[src/include/bcrc_pkg.sv]
// bcrc_pkg: register map, field positions, reset values and state codes
// for the byte crc engine; assumes an 8-bit special function register bus.
package bcrc_pkg;
  // register addresses on the sfr bus
  localparam logic [7:0] BCRC_CTRL_ADDR = 8'hCE;
  localparam logic [7:0] BCRC_AUTO_ADDR = 8'hD2;
  localparam logic [7:0] BCRC_CNT_ADDR = 8'hD3;
  localparam logic [7:0] BCRC_IN_ADDR = 8'hDD;
  localparam logic [7:0] BCRC_DAT_ADDR = 8'hDE;
  // control register fields
  localparam int BCRC_SEL_BIT = 4;
  localparam int BCRC_INIT_BIT = 3;
  localparam int BCRC_VAL_BIT = 2;
  localparam int BCRC_PTR_LSB = 0;
  // automatic control register fields
  localparam int BCRC_AUTO_CALC_ENABLE_BIT = 7;
  localparam int BCRC_DONE_BIT = 6;
  localparam int BCRC_START_LSB = 0;
  // reset values
  localparam logic [7:0] BCRC_CTRL_RST = 8'h00;
  localparam logic [7:0] BCRC_AUTO_RST = 8'h40;
  localparam logic [7:0] BCRC_IN_RST = 8'h00;
  localparam logic [5:0] BCRC_CNT_RST = 6'h00;
  localparam logic [31:0] BCRC_RESULT_RST = 32'h00000000;
  // presets and polynomials
  localparam logic [31:0] BCRC_PRESET_ZERO = 32'h00000000;
  localparam logic [31:0] BCRC_PRESET_ONES = 32'hFFFFFFFF;
  localparam logic [15:0] BCRC_POLY16 = 16'h1021;
  localparam logic [31:0] BCRC_POLY32_REFL = 32'hEDB88320;
  // one flash sector is 512 bytes
  localparam int BCRC_SECTOR_SHIFT = 9;
  // automatic engine states, gray along idle, fetch, drain
  typedef enum logic [1:0] {
    BCRC_IDLE = 2'b00,
    BCRC_FETCH = 2'b01,
    BCRC_DRAIN = 2'b11
  } bcrc_state_t;
endpackage : bcrc_pkg

[src/logic/bcrc_engine.sv]
// bcrc_engine: byte crc engine with automatic flash sector mode.
// assumes a processor on an sfr bus with one-cycle read/write strobes and
// a flash read port that answers each request with one valid pulse later.
// Notes on behaviour
// RQ1 - select bit 0 gives 32-bit crc 0x04C11DB7, 1 gives 16-bit 0x1021
// RQ2 - writing 1 to result-init loads the whole result with the preset
// RQ3 - preset is all zeros when init-value select is 0, all ones when 1
// RQ4 - 32-bit mode: pointer 00..11 picks result bytes 7..0 up to 31..24
// RQ5 - 16-bit mode: pointer 00 and 10 pick bits 7..0, 01 and 11 bits 15..8
// RQ6 - pointer increments after each read or write of the data port, wrapping
// RQ7 - control bits 7 to 5 read zero, writes to them are ignored
// RQ8 - each byte input write is folded into the result by the chosen width
// RQ9 - data port read returns the pointed byte, write replaces that byte
// RQ10 - control write with auto enable starts flash crc from start sector
// RQ11 - done flag is 0 during automatic calculation, 1 otherwise
// RQ12 - processor is stalled for the whole automatic calculation
// RQ13 - five-bit start sector gives first sector, byte address times 512
// RQ14 - 16-bit mode: xor byte into upper byte, shift left eight, poly 0x1021
// RQ15 - 32-bit mode reflected: xor low byte, shift right eight, 0xEDB88320
// RQ16 - six-bit sector count gives number of 512-byte sectors covered
// RQ17 - result holds until initialised, overwritten or updated by a byte
// RQ18 - automatic mode fetches ascending addresses through the same update
// RQ19 - 16-bit mode uses only the low sixteen result bits
module bcrc_engine (
  input wire logic core_clk,
  input wire logic rst,
  input wire logic [7:0] sfr_addr,
  input wire logic sfr_wr,
  input wire logic sfr_rd,
  input wire logic [7:0] sfr_wdata,
  output logic [7:0] sfr_rdata,
  output logic cpu_stall,
  output logic flash_rd_en,
  output logic [15:0] flash_addr,
  input wire logic [7:0] flash_rdata,
  input wire logic flash_rdata_valid
);
  import bcrc_pkg::*;

  // RQ14 RQ15 RQ19 byte step
  function automatic logic [31:0] crc_step(input logic [31:0] c, input logic [7:0] b,
                                           input logic sel16);
    logic [31:0] r32;
    logic [15:0] r16;
    r32 = c ^ {24'h000000, b};
    r16 = c[15:0] ^ {b, 8'h00};
    for (int i = 0; i < 8; i++) begin
      r32 = r32[0] ? ((r32 >> 1) ^ BCRC_POLY32_REFL) : (r32 >> 1);
      r16 = r16[15] ? ({r16[14:0], 1'b0} ^ BCRC_POLY16) : {r16[14:0], 1'b0};
    end
    // upper half left untouched in 16-bit mode
    return sel16 ? {c[31:16], r16} : r32;
  endfunction : crc_step

  logic [31:0] crc_q, crc_d, crc_upd;
  logic sel_q, val_q, auto_en_q, pend_q, stall_q, rd_en_q;
  logic [1:0] ptr_q, ptr_d;
  logic [4:0] start_q;
  logic [5:0] cnt_q;
  logic [7:0] in_q, rdata_q;
  logic [15:0] fetch_addr_q, flash_addr_q;
  logic [14:0] rem_q;
  bcrc_state_t st_q, st_d;
  logic [7:0] fifo_q [2];
  logic fifo_wp_q, fifo_rp_q;
  logic [1:0] fifo_cnt_q;

  // bus decode; writes are ignored while the engine owns the result
  wire busy = (st_q != BCRC_IDLE);
  wire wr_ok = sfr_wr && !busy;
  wire ctrl_wr = wr_ok && (sfr_addr == BCRC_CTRL_ADDR);
  wire auto_wr = wr_ok && (sfr_addr == BCRC_AUTO_ADDR);
  wire cnt_wr = wr_ok && (sfr_addr == BCRC_CNT_ADDR);
  wire in_wr = wr_ok && (sfr_addr == BCRC_IN_ADDR);
  wire dat_wr = wr_ok && (sfr_addr == BCRC_DAT_ADDR);
  wire dat_rd = sfr_rd && (sfr_addr == BCRC_DAT_ADDR);
  wire init_wr = ctrl_wr && sfr_wdata[BCRC_INIT_BIT];
  // RQ10 start on control write
  wire start = ctrl_wr && auto_en_q;

  // width follows the written select when the same write also initialises
  wire sel_now = ctrl_wr ? sfr_wdata[BCRC_SEL_BIT] : sel_q;

  // RQ4 RQ5 pointer to byte lane
  wire [1:0] lane = sel_q ? {1'b0, ptr_q[0]} : ptr_q;
  wire [7:0] dat_byte = crc_q[{lane, 3'b000} +: 8];

  // two-entry buffer between flash and the crc update
  wire fifo_fill_rdy = (fifo_cnt_q != 2'd2);
  wire push = flash_rdata_valid && pend_q && fifo_fill_rdy;
  wire drain_rdy = busy;
  wire fifo_valid = (fifo_cnt_q != 2'd0);
  wire pop = fifo_valid && drain_rdy;
  wire [7:0] fifo_out = fifo_q[fifo_rp_q];

  // issue a flash read only when the answer has a slot waiting
  wire issue = (st_q == BCRC_FETCH) && !pend_q && !rd_en_q && (fifo_cnt_q == 2'd0) &&
               (rem_q != 15'd0);

  // RQ2 RQ3 preset selection
  wire [31:0] preset = sfr_wdata[BCRC_VAL_BIT] ? BCRC_PRESET_ONES : BCRC_PRESET_ZERO;

  // RQ8 RQ17 RQ18 update source; one source per cycle at most
  assign crc_upd = init_wr ? preset :
                   in_wr ? crc_step(crc_q, sfr_wdata, sel_q) :
                   pop ? crc_step(crc_q, fifo_out, sel_q) : crc_q;

  // RQ9 data port write replaces the pointed lane
  for (genvar g = 0; g < 4; g++) begin : g_lane
    assign crc_d[8*g +: 8] = (dat_wr && lane == 2'(g)) ? sfr_wdata : crc_upd[8*g +: 8];
  end

  // RQ6 pointer auto increment; control write reloads it
  assign ptr_d = ctrl_wr ? sfr_wdata[BCRC_PTR_LSB +: 2] :
                 (dat_wr || dat_rd) ? ptr_q + 2'd1 : ptr_q;

  // RQ7 RQ11 read mux; done reads 1 since the cpu is stalled while busy
  wire [7:0] rd_mux =
    (sfr_addr == BCRC_CTRL_ADDR) ? {3'b000, sel_q, 1'b0, val_q, ptr_q} :
    (sfr_addr == BCRC_AUTO_ADDR) ? {auto_en_q, !busy, 1'b0, start_q} :
    (sfr_addr == BCRC_CNT_ADDR) ? {2'b00, cnt_q} :
    (sfr_addr == BCRC_IN_ADDR) ? in_q :
    (sfr_addr == BCRC_DAT_ADDR) ? dat_byte : 8'h00;

  // automatic sequencer next state
  always_comb begin
    st_d = st_q;
    unique case (st_q)
      BCRC_IDLE: begin
        if (start) begin
          st_d = (cnt_q == 6'd0) ? BCRC_DRAIN : BCRC_FETCH;
        end
      end
      BCRC_FETCH: begin
        if (issue && rem_q == 15'd1) begin
          st_d = BCRC_DRAIN;
        end
      end
      BCRC_DRAIN: begin
        if (!pend_q && !rd_en_q && !fifo_valid) begin
          st_d = BCRC_IDLE;
        end
      end
      default: st_d = BCRC_IDLE;
    endcase
  end

  // configuration registers
  always_ff @(posedge core_clk) begin
    if (rst) begin
      sel_q <= BCRC_CTRL_RST[BCRC_SEL_BIT];
      val_q <= BCRC_CTRL_RST[BCRC_VAL_BIT];
      auto_en_q <= BCRC_AUTO_RST[BCRC_AUTO_CALC_ENABLE_BIT];
      start_q <= BCRC_AUTO_RST[BCRC_START_LSB +: 5];
      cnt_q <= BCRC_CNT_RST;
      in_q <= BCRC_IN_RST;
    end else begin
      // RQ1 width select
      if (ctrl_wr) begin
        sel_q <= sel_now;
        val_q <= sfr_wdata[BCRC_VAL_BIT];
      end
      if (auto_wr) begin
        auto_en_q <= sfr_wdata[BCRC_AUTO_CALC_ENABLE_BIT];
        start_q <= sfr_wdata[BCRC_START_LSB +: 5];
      end
      // RQ16 sector count
      if (cnt_wr) begin
        cnt_q <= sfr_wdata[5:0];
      end
      if (in_wr) begin
        in_q <= sfr_wdata;
      end
    end
  end

  // result, pointer and read data
  always_ff @(posedge core_clk) begin
    if (rst) begin
      crc_q <= BCRC_RESULT_RST;
      ptr_q <= BCRC_CTRL_RST[BCRC_PTR_LSB +: 2];
      rdata_q <= 8'h00;
    end else begin
      crc_q <= crc_d;
      ptr_q <= ptr_d;
      if (sfr_rd) begin
        rdata_q <= rd_mux;
      end
    end
  end

  // RQ12 RQ13 RQ18 sequencer, fetch address and stall
  always_ff @(posedge core_clk) begin
    if (rst) begin
      st_q <= BCRC_IDLE;
      fetch_addr_q <= 16'h0000;
      flash_addr_q <= 16'h0000;
      rem_q <= 15'd0;
      pend_q <= 1'b0;
      rd_en_q <= 1'b0;
      stall_q <= 1'b0;
    end else begin
      st_q <= st_d;
      stall_q <= (st_d != BCRC_IDLE);
      rd_en_q <= issue;
      pend_q <= issue || (pend_q && !flash_rdata_valid);
      if (start) begin
        fetch_addr_q <= {2'b00, start_q, 9'h000};
        rem_q <= {cnt_q, 9'h000};
      end else if (issue) begin
        fetch_addr_q <= fetch_addr_q + 16'd1;
        rem_q <= rem_q - 15'd1;
        flash_addr_q <= fetch_addr_q;
      end
    end
  end

  // buffer storage, one flip-flop byte per entry
  always_ff @(posedge core_clk) begin
    if (rst) begin
      fifo_q[0] <= 8'h00;
      fifo_q[1] <= 8'h00;
      fifo_wp_q <= 1'b0;
      fifo_rp_q <= 1'b0;
      fifo_cnt_q <= 2'd0;
    end else begin
      if (push) begin
        fifo_q[fifo_wp_q] <= flash_rdata;
        fifo_wp_q <= !fifo_wp_q;
      end
      if (pop) begin
        fifo_rp_q <= !fifo_rp_q;
      end
      fifo_cnt_q <= fifo_cnt_q + {1'b0, push} - {1'b0, pop};
    end
  end

  assign sfr_rdata = rdata_q;
  assign cpu_stall = stall_q;
  assign flash_rd_en = rd_en_q;
  assign flash_addr = flash_addr_q;
endmodule : bcrc_engine

[config.mk]
export PLATFORM = sky130hd
export DESIGN_NAME = bcrc_engine
export DESIGN_NICKNAME = d
export VERILOG_FILES = /design/src/include/bcrc_pkg.sv /design/src/logic/bcrc_engine.sv
export SDC_FILE = /design/constraint.sdc
export NUM_CORES = 1
export LEC_CHECK = 0
export ABC_AREA = 1
export BUFFER_PORTS_ARGS = -buffer_cell sky130_fd_sc_hd__buf_4
export CAP_MARGIN = 20
export CORE_MARGIN = 2
export CORE_UTILIZATION = 45
export CTS_BUF_LIST = sky130_fd_sc_hd__clkbuf_4
export DETAILED_ROUTE_END_ITERATION = 12
export SETUP_SLACK_MARGIN = 0.15
export SYNTH_ARGS = -nofsm -noshare
export SYNTH_HDL_FRONTEND = slang
export SYNTH_SLANG_ARGS = --single-unit
[constraint.sdc]
create_clock -name core_clk -period 3.65 [get_ports core_clk]
set_input_delay 1.095 -clock core_clk [delete_from_list [all_inputs] [get_ports core_clk]]
set_output_delay 1.095 -clock core_clk [all_outputs]
set_load 0.005 [all_outputs]
==> results.py, run 1 <==
metrics = {
    "outcome": {
        "run_status": "completed",
    },
    "yosys": {
        "synth-edff-count": 16,
        "ys_seq_elements": 137,
        "ys.flop_type": "dfxtp_1",
        "ys_seq_area_frac": 0.2919,
        "synth.avg_cell_area_sq_um": 6.391,
        "synthArstFlopShare": 0,
        "synth_cells": 1556,
        "ys_warn_count": 0,
        "unique_cell_type_count_in_the_yosys_netlist": 60,
        "mappedNetlistNets": 1591,
        "mappedNetlistArea_sq_mm": 0.009945,
    },
    "clocking": {
        "cts-hold-fix-buffers": 0,
        "cts_buffers": 17,
        "cts_tree": "done",
        "cts.root.buffer_cell": "clkbuf_4",
        "cts_resized": 0,
        "post-cts-setup-buffers": 0,
        "ctsHtreeMaxLevel": 4,
        "clkTransAtPathRegs_ps": 140,
        "clock_tree.buffer_depth": 2,
        "insertion_delay_ps": 560,
        "total_clock_sinks": 137,
    },
    "hold_path": {
        "worstHoldPathType": "flop to flop",
    },
    "place": {
        "port_buffers": 54,
        "hpwl_mm": 26.04,
        "dpl_cell_area_sq_mm": 0.01051,
        "finalWeightedCongestion": 0.9786,
        "place.detailed.instances": 1845,
    },
    "grt": {
        "grt_residual_overflow": 0,
        "vias_in_the_first_global_route": 9483,
        "grt_first_pass_wirelength_mm": 53.38,
        "grt_usage": 0.2917,
        "antenna_found_initial": 1,
        "grt_start_max_net_pins": 59,
    },
    "timing": {
        "worst_hold_slack_ps": 464.0,
        "timing.fmax_mhz": 371.9,
        "post_route_skew_ps": 29.40,
        "fin_tns_setup_ps": 0,
        "rsz_0062_raised_after_global_routing": "false",
        "worst_pin_slew_ps": 857.8,
        "maxSlewHeadroom": 0.4275,
        "final-setup-viol-count": 0,
        "finalMaxSlewViolations": 0,
        "finalHoldViolCount": 0,
        "finalWorstPathRequiredPeriod_ps": 2689,
        "timing.final.crit_share": 0.7366,
    },
    "routing": {
        "ant_nets": 0,
        "drt_iter0_drc": 958,
        "drt_drc_violations_left": 0,
        "avgRoutedWirePerCell_um": 18.20,
        "route.detailed.vias_per_inst": 5.470,
        "detail_route.wirelength_mm": 34.18,
        "dr.pass1.iters": 5,
        "vias": 10270,
    },
    "critical_path": {
        "critical_path.cell_chain": "buf_4 -> nor2_1 -> nand3_1 -> inv_2 -> nand2_2 -> nor2_8 -> inv_2 -> nor2_2 -> nor2_1 -> inv_1 -> a21oi_1 -> o21a_1",
        "critPathCaptureType": "flop",
        "worst_path_largest_cell_delay_ps": 410,
        "path_class": "input pin to flop",
        "worstPathMaxFanout": 13,
        "critical_path.startpoint_type": "input pin",
        "worst_ep_arrival_time_ps": 3140,
        "max_stage_delay_cell_worst_path": "inv_1",
        "timing.critical_path.required_ps": 4110,
    },
    "cells_and_area": {
        "non_filler_instance_count_after_layout": 1878,
        "multiInputGateArea_sq_mm": 0.006097,
        "final_nets": 1619,
        "drive_gt1_frac": 0.1259,
        "fillers": 2327,
        "area_growth_syn_to_layout_pct": 8.744,
        "regArea_sq_mm": 0.002903,
        "stdcell_area_sq_mm": 0.01081,
    },
    "power_and_ir_drop": {
        "power-per-cell-area_mw_per_mm2": 292.5,
        "leakage_nw": 4.990,
        "sequentialPowerShare": 0.487,
        "ir_worst_vdd_uv": 240.8,
        "p_int_w": 0.002186,
        "power.clock.fraction": 0.346,
        "power.share.combinational": 0.168,
        "netSwitchingPower_w": 0.0009764,
        "swShare": 0.3087,
    },
    "floorplan": {
        "boundaryPins": 55,
        "starting_density": 0.4571,
        "std_cell_rows": 54,
        "die_height_um": 152.7,
        "floorplan.die_area_sq_mm": 0.02330,
        "floorplan.core_area_sq_mm": 0.02176,
        "die_w_um": 152.7,
    },
    "flow_run": {
        "max_cap_viol_count": 0,
    },
}
-- cell type report --
class / instances / area share
Inverter: 177 / 0.06225
Timing Repair Buffer: 63 / 0.04489
Multi-Input combinational cell: 1188 / 0.5638
Sequential cell: 137 / 0.2684
Tap cell: 280 / 0.03240
Antenna cell: 1 / 0.0002314
Clock inverter: 14 / 0.01550
Clock buffer: 18 / 0.01250
-- kinds of logic (layout without fill, tap and decap cells) --
logic type / count (synthesis) / in the layout / share of synthesized area
fa+ha+maj: 6 / 6 / 0.007549
buf+inv: 231 / 272 / 0.09499
compound gates: 318 / 318 / 0.1778
simple gates: 764 / 764 / 0.3363
flops: 137 / 137 / 0.2919
xor+xnor: 100 / 100 / 0.09147
other cells: 0 / 1 / 0
-- critical path: cells and delay by family --
| kind | cells | cell delay, ps |
|---|---|---|
| compound gates | 2 | 210 |
| simple gates | 6 | 1140 |
| buf+inv | 4 | 700 |
-- placed cells by master (no fill, tap or decap), types with 11 or more instances in the layout --
| master | Yosys | layout |
|---|---|---|
| o21ai_0 | 120 | 120 |
| xor2_1 | 79 | 79 |
| o211ai_1 | 17 | 17 |
| a21oi_1 | 109 | 109 |
| inv_1 | 141 | 140 |
| nand3_1 | 113 | 113 |
| dfxtp_1 | 121 | 121 |
| nand2_2 | 37 | 37 |
| nand2_1 | 440 | 440 |
| xnor2_1 | 18 | 18 |
| buf_4 | 5 | 62 |
| o21ai_1 | 18 | 18 |
| nor2_1 | 118 | 118 |
| nand4_1 | 11 | 11 |
| inv_2 | 33 | 34 |
| edfxtp_1 | 16 | 16 |
| clkbuf_4 | 0 | 18 |
| o22ai_1 | 16 | 16 |
-- registers in the layout, summed over array words and instances, names as in the netlist, 2 cells and up, named ones only --
| signal | count |
|---|---|
| crc_q | 32 |
| in_q | 8 |
| sfr_rdata | 8 |
| fifo_q | 16 |
| st_q | 2 |
| rem_q | 15 |
| ptr_q | 2 |
| fetch_addr_q | 16 |
| start_q | 5 |
| cnt_q | 6 |
| flash_addr | 16 |
| fifo_cnt_q | 2 |
-- per-stage QoR --
stage / setup slack [ps] / total power, W / util
floorplan: 1129 / 0.001930 / -
global placement: 398.7 / 0.002088 / 0.4830
detailed placement: 362.0 / 0.002092 / 0.4830
CTS: 963.3 / 0.003185 / 0.4970
global route: 689.9 / 0.003307 / 0.4971
finish: 961.3 / 0.003163 / 0.4971
-- layer usage --
| layer | up-vias | GRT usage | wire, um |
|---|---|---|---|
| met1 | 4681 | 0.4008 | 14870 |
| met3 | 70 | 0.05489 | 2941 |
| met5 | - | 0 | 0 |
| met4 | 0 | 0.1041 | 1107 |
| met2 | 396 | 0.4587 | 15270 |
| li1 | 5126 | - | - |
-- path summary, 6_finish.rpt --
path,from,endpoint,slack [ps],depth (start not counted)
setup / recovery,sfr_addr[0],fetch_addr_q[14]$_SDFFE_PP0P_,960,12
hold / removal,fifo_rp_q$_SDFFE_PP0P_,fifo_rp_q$_SDFFE_PP0P_,460,1
setup reg to reg,flop,crc_q[20]$_SDFFE_PP0P_,1130,15
hold reg to reg,fifo_rp_q$_SDFFE_PP0P_,fifo_rp_q$_SDFFE_PP0P_,460,1
-- power groups by stage --
| stage | combinational, W | clock [W] | sequential, W |
|---|---|---|---|
| 2_1_floorplan | 0.000360 | 0 | 0.00157 |
| 3_3_place_gp | 0.000516 | 0 | 0.00157 |
| 3_5_place_dp | 0.000519 | 0 | 0.00157 |
| 4_1_cts | 0.000521 | 0.00112 | 0.00154 |
| 5_1_grt | 0.000586 | 0.00118 | 0.00154 |
| 6_report | 0.000530 | 0.00109 | 0.00154 |
-- cell usage after synthesis, types with 3 or more instances --
cell,instances,area (sq um)
nand2_4,9,101.4
o221ai_1,3,26.28
or2_1,3,18.77
buf_4,5,37.54
a41oi_1,3,26.28
a21oi_2,6,52.55
o21ai_0,120,600.6
clkbuf_1,22,82.58
edfxtp_1,16,480.5
nor3_1,10,50.05
xor2_1,79,691.9
a21oi_1,109,545.5
nand4_1,11,68.82
nor2_2,5,31.28
ha_1,6,75.07
nand2_1,440,1652
o211ai_1,17,127.6
o22ai_1,16,100.1
buf_6,3,33.78
nor4_1,3,18.77
inv_1,141,529.3
nand3_1,113,565.5
a211oi_1,7,52.55
buf_2,19,95.09
nand2_2,37,231.5
a31oi_1,7,43.79
clkbuf_2,3,15.01
o21ai_1,18,90.09
nor2_1,118,442.9
dfxtp_1,121,2422
xnor2_1,18,157.7
inv_2,33,123.9
No activity file was read; power rests on OpenSTA's default activity.
==> run 2: changes to the inputs <==
Clock period 3.65 ns to 2.75 ns, I/O delays scaled along.
==> run 2 against run 1 <==
Via count increased by 1.7%. Worst hold slack got worse by 21 ps. Count of clock-buffer cells in the layout decreased by 1. First-iteration DRC count decreased by 8.6%. Critical path depth increased by 2. Power increased by 28%. Global-route usage increased by 0.47 points. Critical path type is now flop to flop. Critical endpoint is now crc_q[23]$_SDFFE_PP0P_. Largest cell class unchanged.
==> results.py, run 2 (same netlist as run 1, synthesis figures left out) <==
metrics = {
    "cells_and_area": {
        "drive_gt1_frac": 0.1485,
        "regMostFlops": "crc_q",
        "largest_reg_flops": 32,
        "final_nets": 1658,
        "area_growth_syn_to_layout_pct": 11.52,
        "layout_commonest_cell": "nand2_1",
        "layout_common_cells": "440 x nand2_1, 140 x inv_1, 120 x dfxtp_1",
        "finish.utilization": 0.5098,
    },
    "power_and_ir_drop": {
        "swShare": 0.3404,
        "power.clock.fraction": 0.314,
        "netSwitchingPower_w": 0.001379,
        "p_int_w": 0.002673,
        "ir_worst_vdd_uv": 384.9,
        "leakage_nw": 5.164,
        "power.share.combinational": 0.182,
        "power-per-cell-area_mw_per_mm2": 365.4,
        "sequentialPowerShare": 0.504,
    },
    "routing": {
        "drt_drc_violations_left": 0,
        "avgRoutedWirePerCell_um": 18.10,
        "route.detailed.vias_per_inst": 5.436,
        "detail_route.wirelength_mm": 34.77,
        "drt_iter0_drc": 876,
        "dr.pass1.iters": 6,
        "vias": 10440,
        "ant_nets": 0,
    },
    "timing": {
        "timing.final.crit_share": 0.8726,
        "post_route_skew_ps": 30.25,
        "maxSlewHeadroom": 0.5860,
        "rsz_0062_raised_after_global_routing": "false",
        "finalWorstPathRequiredPeriod_ps": 2400,
        "finalHoldViolCount": 0,
        "final-setup-viol-count": 0,
        "worst_pin_slew_ps": 620.4,
        "timing.fmax_mhz": 416.8,
        "finalMaxSlewViolations": 0,
        "fin_tns_setup_ps": 0,
        "timing.final.ws_setup_ps": 350.5,
    },
    "place": {
        "dp_worst_setup_slack_ps": 106.1,
        "finalWeightedCongestion": 0.9927,
        "port_buffers": 54,
        "hpwl_mm": 27.10,
    },
    "critical_path": {
        "worstPathMaxFanout": 9,
        "timing.critical_path.buf_inv": 1,
        "cp-startpoint": "crc_q[1]$_SDFFE_PP0P_",
        "critPathTopFamily": "simple AND/OR/NAND/NOR gates",
        "critical_path.startpoint_type": "flop",
        "max_stage_delay_cell_worst_path": "dfxtp_1",
        "path_class": "flop to flop",
        "timing.critical_path.required_ps": 3230,
        "critical_path.cell_chain": "inv_2 -> nand3_1 -> nand2_1 -> nand2_1 -> nand2_2 -> nand2_1 -> nand2_1 -> nand2_1 -> nand3_1 -> nand3_1 -> nand2_1 -> nand2_1 -> nand2_1 -> a21oi_2",
        "cp_common_cell": "nand2_1",
        "worst_ep_arrival_time_ps": 2880,
        "worst_path_largest_cell_delay_ps": 660,
        "cp.depth": 14,
        "ff2ff_path_depth": 14,
        "worst_r2r_startpoint": "crc_q[1]$_SDFFE_PP0P_",
        "critPathCaptureType": "flop",
    },
    "clocking": {
        "total_clock_sinks": 137,
        "ctsHtreeMaxLevel": 4,
        "clkTransAtPathRegs_ps": 140,
        "insertion_delay_ps": 560,
        "cts_buffers": 17,
        "cts-hold-fix-buffers": 0,
        "cts_tree": "done",
        "clock_tree.buffer_depth": 2,
        "cts.root.buffer_cell": "clkbuf_4",
    },
    "floorplan": {
        "boundaryPins": 55,
        "floorplan.die_area_sq_mm": 0.02330,
        "die_height_um": 152.7,
        "floorplan.core_area_sq_mm": 0.02176,
        "std_cell_rows": 54,
        "starting_density": 0.4571,
        "die_w_um": 152.7,
    },
    "grt": {
        "vias_in_the_first_global_route": 9529,
        "antenna_found_initial": 1,
        "grt_usage": 0.2963,
        "grt_residual_overflow": 0,
        "grt_first_pass_wirelength_mm": 54.32,
        "grt_start_max_net_pins": 75,
    },
    "hold_path": {
        "whs_path_depth": 1,
        "worstHoldPathType": "flop to flop",
        "hold_path_start": "fifo_rp_q$_SDFFE_PP0P_",
    },
    "outcome": {
        "run_status": "completed",
    },
    "flow_run": {
        "max_cap_viol_count": 0,
    },
}
## run 2: final cells by class
type / instances / area, sq um
antenna: 5 / 12.51
clock buffer: 17 / 127.6
clock inverter: 15 / 132.6
fill: 2279 / 10670
inverter: 177 / 673.1
multi-input combinational: 1188 / 6097
sequential: 137 / 2907
tap: 280 / 350.3
timing repair buffer: 102 / 790.8
## run 2: worst paths after layout
path	end	slack, ps
worst min-delay path	flop	440
worst max-delay path	crc_q[23]$_SDFFE_PP0P_	350
worst min register to register	flop	440
worst max register to register	crc_q[23]$_SDFFE_PP0P_	350
## run 2: layer usage
metal	up-vias	GRT usage	wire length, um
li1	5205	-	-
met4	0	0.08201	750
met2	417	0.4805	15900
met3	60	0.04551	2542
met1	4761	0.4109	15570
met5	-	0	0
## run 2: repair_timing
| action | in CTS | in global routing |
|---|---|---|
| setup endpoints to repair | 0 | 17 |
| resized for setup | 0 | 3 |
| setup buffers | 0 | 0 |
## run 2: power by group through the flow
stage / registers (W) / logic [W] / clock network [W]
2_1_floorplan: 0.00208 / 0.000478 / 0
3_3_place_gp: 0.00209 / 0.000721 / 0
3_5_place_dp: 0.00209 / 0.000723 / 0
4_1_cts: 0.00204 / 0.000726 / 0.00131
5_1_grt: 0.00204 / 0.000811 / 0.00140
6_report: 0.00204 / 0.000737 / 0.00127
## run 2: stage by stage
stage / hold WS [ps] / std cells / instance area (sq um) / power [W]
after floorplan: 425.8 / 1556 / 9945 / 0.002561
after detailed placement: 442.0 / 1884 / 10810 / 0.002809
after global routing: 454.7 / 1921 / 11090 / 0.004258
final: 442.6 / 1921 / 11090 / 0.004052
after CTS: 446.2 / 1916 / 11070 / 0.004076
after global placement: 435.1 / 1884 / 10810 / 0.002807
==> run 3: changes to the inputs <==
Settings changed: CELL_PAD_IN_SITES_DETAIL_PLACEMENT set to 2, CELL_PAD_IN_SITES_GLOBAL_PLACEMENT set to 2, CORE_UTILIZATION 45 to 35, PLACE_DENSITY set to 0.84.
==> run 3 against run 2 <==
Critical path depth decreased by 2. Setup slack got worse by 84 ps. Clock power is 18% higher. Power grew 7.6%. Critical path type unchanged.
==> results.py, run 3 (same netlist as run 1, synthesis figures left out) <==
metrics = {
    "critical_path": {
        "path_class": "flop to flop",
        "critPathCaptureType": "flop",
        "timing.critical_path.required_ps": 3280,
        "worstPathMaxFanout": 11,
        "critical_path.startpoint_type": "flop",
        "worst_ep_arrival_time_ps": 3010,
    },
    "power_and_ir_drop": {
        "p_int_w": 0.002940,
        "ir_worst_vdd_uv": 325.3,
        "swShare": 0.3257,
        "p_total_w": 0.004360,
        "power-per-cell-area_mw_per_mm2": 381.4,
        "power.share.combinational": 0.188,
        "netSwitchingPower_w": 0.001420,
        "leakage_nw": 5.293,
        "sequentialPowerShare": 0.468,
        "power.clock.fraction": 0.344,
    },
    "grt": {
        "grt_first_pass_wirelength_mm": 71.62,
        "grt_residual_overflow": 0,
        "grt_usage": 0.3103,
        "vias_in_the_first_global_route": 12230,
        "antenna_found_initial": 1,
        "grt_start_max_net_pins": 75,
    },
    "clocking": {
        "total_clock_sinks": 137,
        "cts_tree": "done",
        "cts.root.buffer_cell": "clkbuf_4",
        "clock_tree.buffer_depth": 2,
        "cts-hold-fix-buffers": 0,
        "insertion_delay_ps": 650,
        "cts_buffers": 17,
        "clkTransAtPathRegs_ps": 140,
        "ctsHtreeMaxLevel": 4,
    },
    "cells_and_area": {
        "final_nets": 1676,
        "drive_gt1_frac": 0.1584,
        "finish.utilization": 0.4103,
        "multiInputGateArea_sq_mm": 0.006117,
        "stdcell_area_sq_mm": 0.01143,
        "fillers": 3441,
        "layout_common_cells": "438 x nand2_1, 140 x inv_1, 120 x o21ai_0",
        "largest_reg_flops": 32,
        "regMostFlops": "crc_q",
        "area_growth_syn_to_layout_pct": 14.95,
        "layout_commonest_cell": "nand2_1",
        "non_filler_instance_count_after_layout": 2033,
        "regArea_sq_mm": 0.002908,
    },
    "routing": {
        "route.detailed.vias_per_inst": 5.560,
        "dr.pass1.iters": 7,
        "drt_drc_violations_left": 0,
        "detail_route.wirelength_mm": 46.21,
        "vias": 11300,
        "ant_nets": 0,
        "drt_iter0_drc": 622,
        "avgRoutedWirePerCell_um": 22.73,
    },
    "floorplan": {
        "boundaryPins": 55,
        "die_height_um": 172.6,
        "floorplan.core_area_sq_mm": 0.02786,
        "floorplan.die_area_sq_mm": 0.02978,
        "std_cell_rows": 61,
        "starting_density": 0.3570,
        "die_w_um": 172.6,
    },
    "timing": {
        "rsz_0062_raised_after_global_routing": "true",
        "final-setup-viol-count": 0,
        "timing.fmax_mhz": 402.6,
        "post_route_skew_ps": 46.96,
        "worst_pin_slew_ps": 706.6,
        "maxSlewHeadroom": 0.5255,
        "finalWorstPathRequiredPeriod_ps": 2484,
        "finalHoldViolCount": 0,
        "fin_tns_setup_ps": 0,
        "finalMaxSlewViolations": 0,
        "timing.final.crit_share": 0.9032,
    },
    "place": {
        "finalWeightedCongestion": 0.9342,
        "port_buffers": 54,
        "place.detailed.instances": 2000,
        "hpwl_mm": 35.26,
        "dpl_cell_area_sq_mm": 0.01111,
    },
    "flow_run": {
        "max_cap_viol_count": 0,
    },
    "hold_path": {
        "worstHoldPathType": "flop to flop",
    },
    "outcome": {
        "run_status": "completed",
    },
}
==> run 3: stage by stage <==
stage	hold WS [ps]	worst slack, ps
after global placement	434.0	77.56
after global routing	459.8	78.81
after CTS	440.5	176.0
final	460.8	266.3
after floorplan	425.8	499.3
after detailed placement	463.6	5.406
==> run 3: critical path: stages (launching register included) <==
cell     delay [ps]
dfxtp_4         450
inv_2           110
nand2_1         140
nand2_2         110
nand2_1          80
nand2_1         140
nand2_1         120
nand2_2         140
nand2_1         110
nand2_2         100
o21ai_0         460
nand3_1         180
a21oi_1         240
==> run 3: power by group through the flow <==
stage               Sequential [W]  Clock, W  Combinational, W
global route               0.00204   0.00159          0.000889
detailed placement         0.00209         0          0.000792
global placement           0.00209         0          0.000757
CTS                        0.00204   0.00152          0.000805
finish                     0.00204   0.00150          0.000818
floorplan                  0.00208         0          0.000478
==> run 3: layout make-up <==
class                      count  area share
inverter                     177     0.05889
clock inverter                13     0.01324
sequential                   137      0.2544
multi-input combinational   1188      0.5351
timing repair buffer         120     0.08428
tap                          378     0.04137
antenna                        1   0.0002189
clock buffer                  19     0.01248
==> run 3: what timing repair did <==
item,CTS,global route
setup buffers,0,0
pin swaps,0,0
setup endpoints to repair,5,20
resized for setup,1,7
gates cloned,0,0
==> run 3: worst paths after layout <==
check	from	endpoint	slack (ps)	cells after the start
max	flop	crc_q[18]$_SDFFE_PP0P_	270	12
min	fifo_rp_q$_SDFFE_PP0P_	flop	460	1
max reg2reg	flop	crc_q[18]$_SDFFE_PP0P_	270	12
min reg2reg	fifo_rp_q$_SDFFE_PP0P_	flop	460	1
==> run 3: metal layers <==
layer | routed length [um] | GRT usage | share of wire
met1 | 19390 | 0.3773 | 0.42
met2 | 22190 | 0.5350 | 0.48
met3 | 2358 | 0.04727 | 0.051
met4 | 2262 | 0.1521 | 0.049
met5 | 0 | 0 | 0
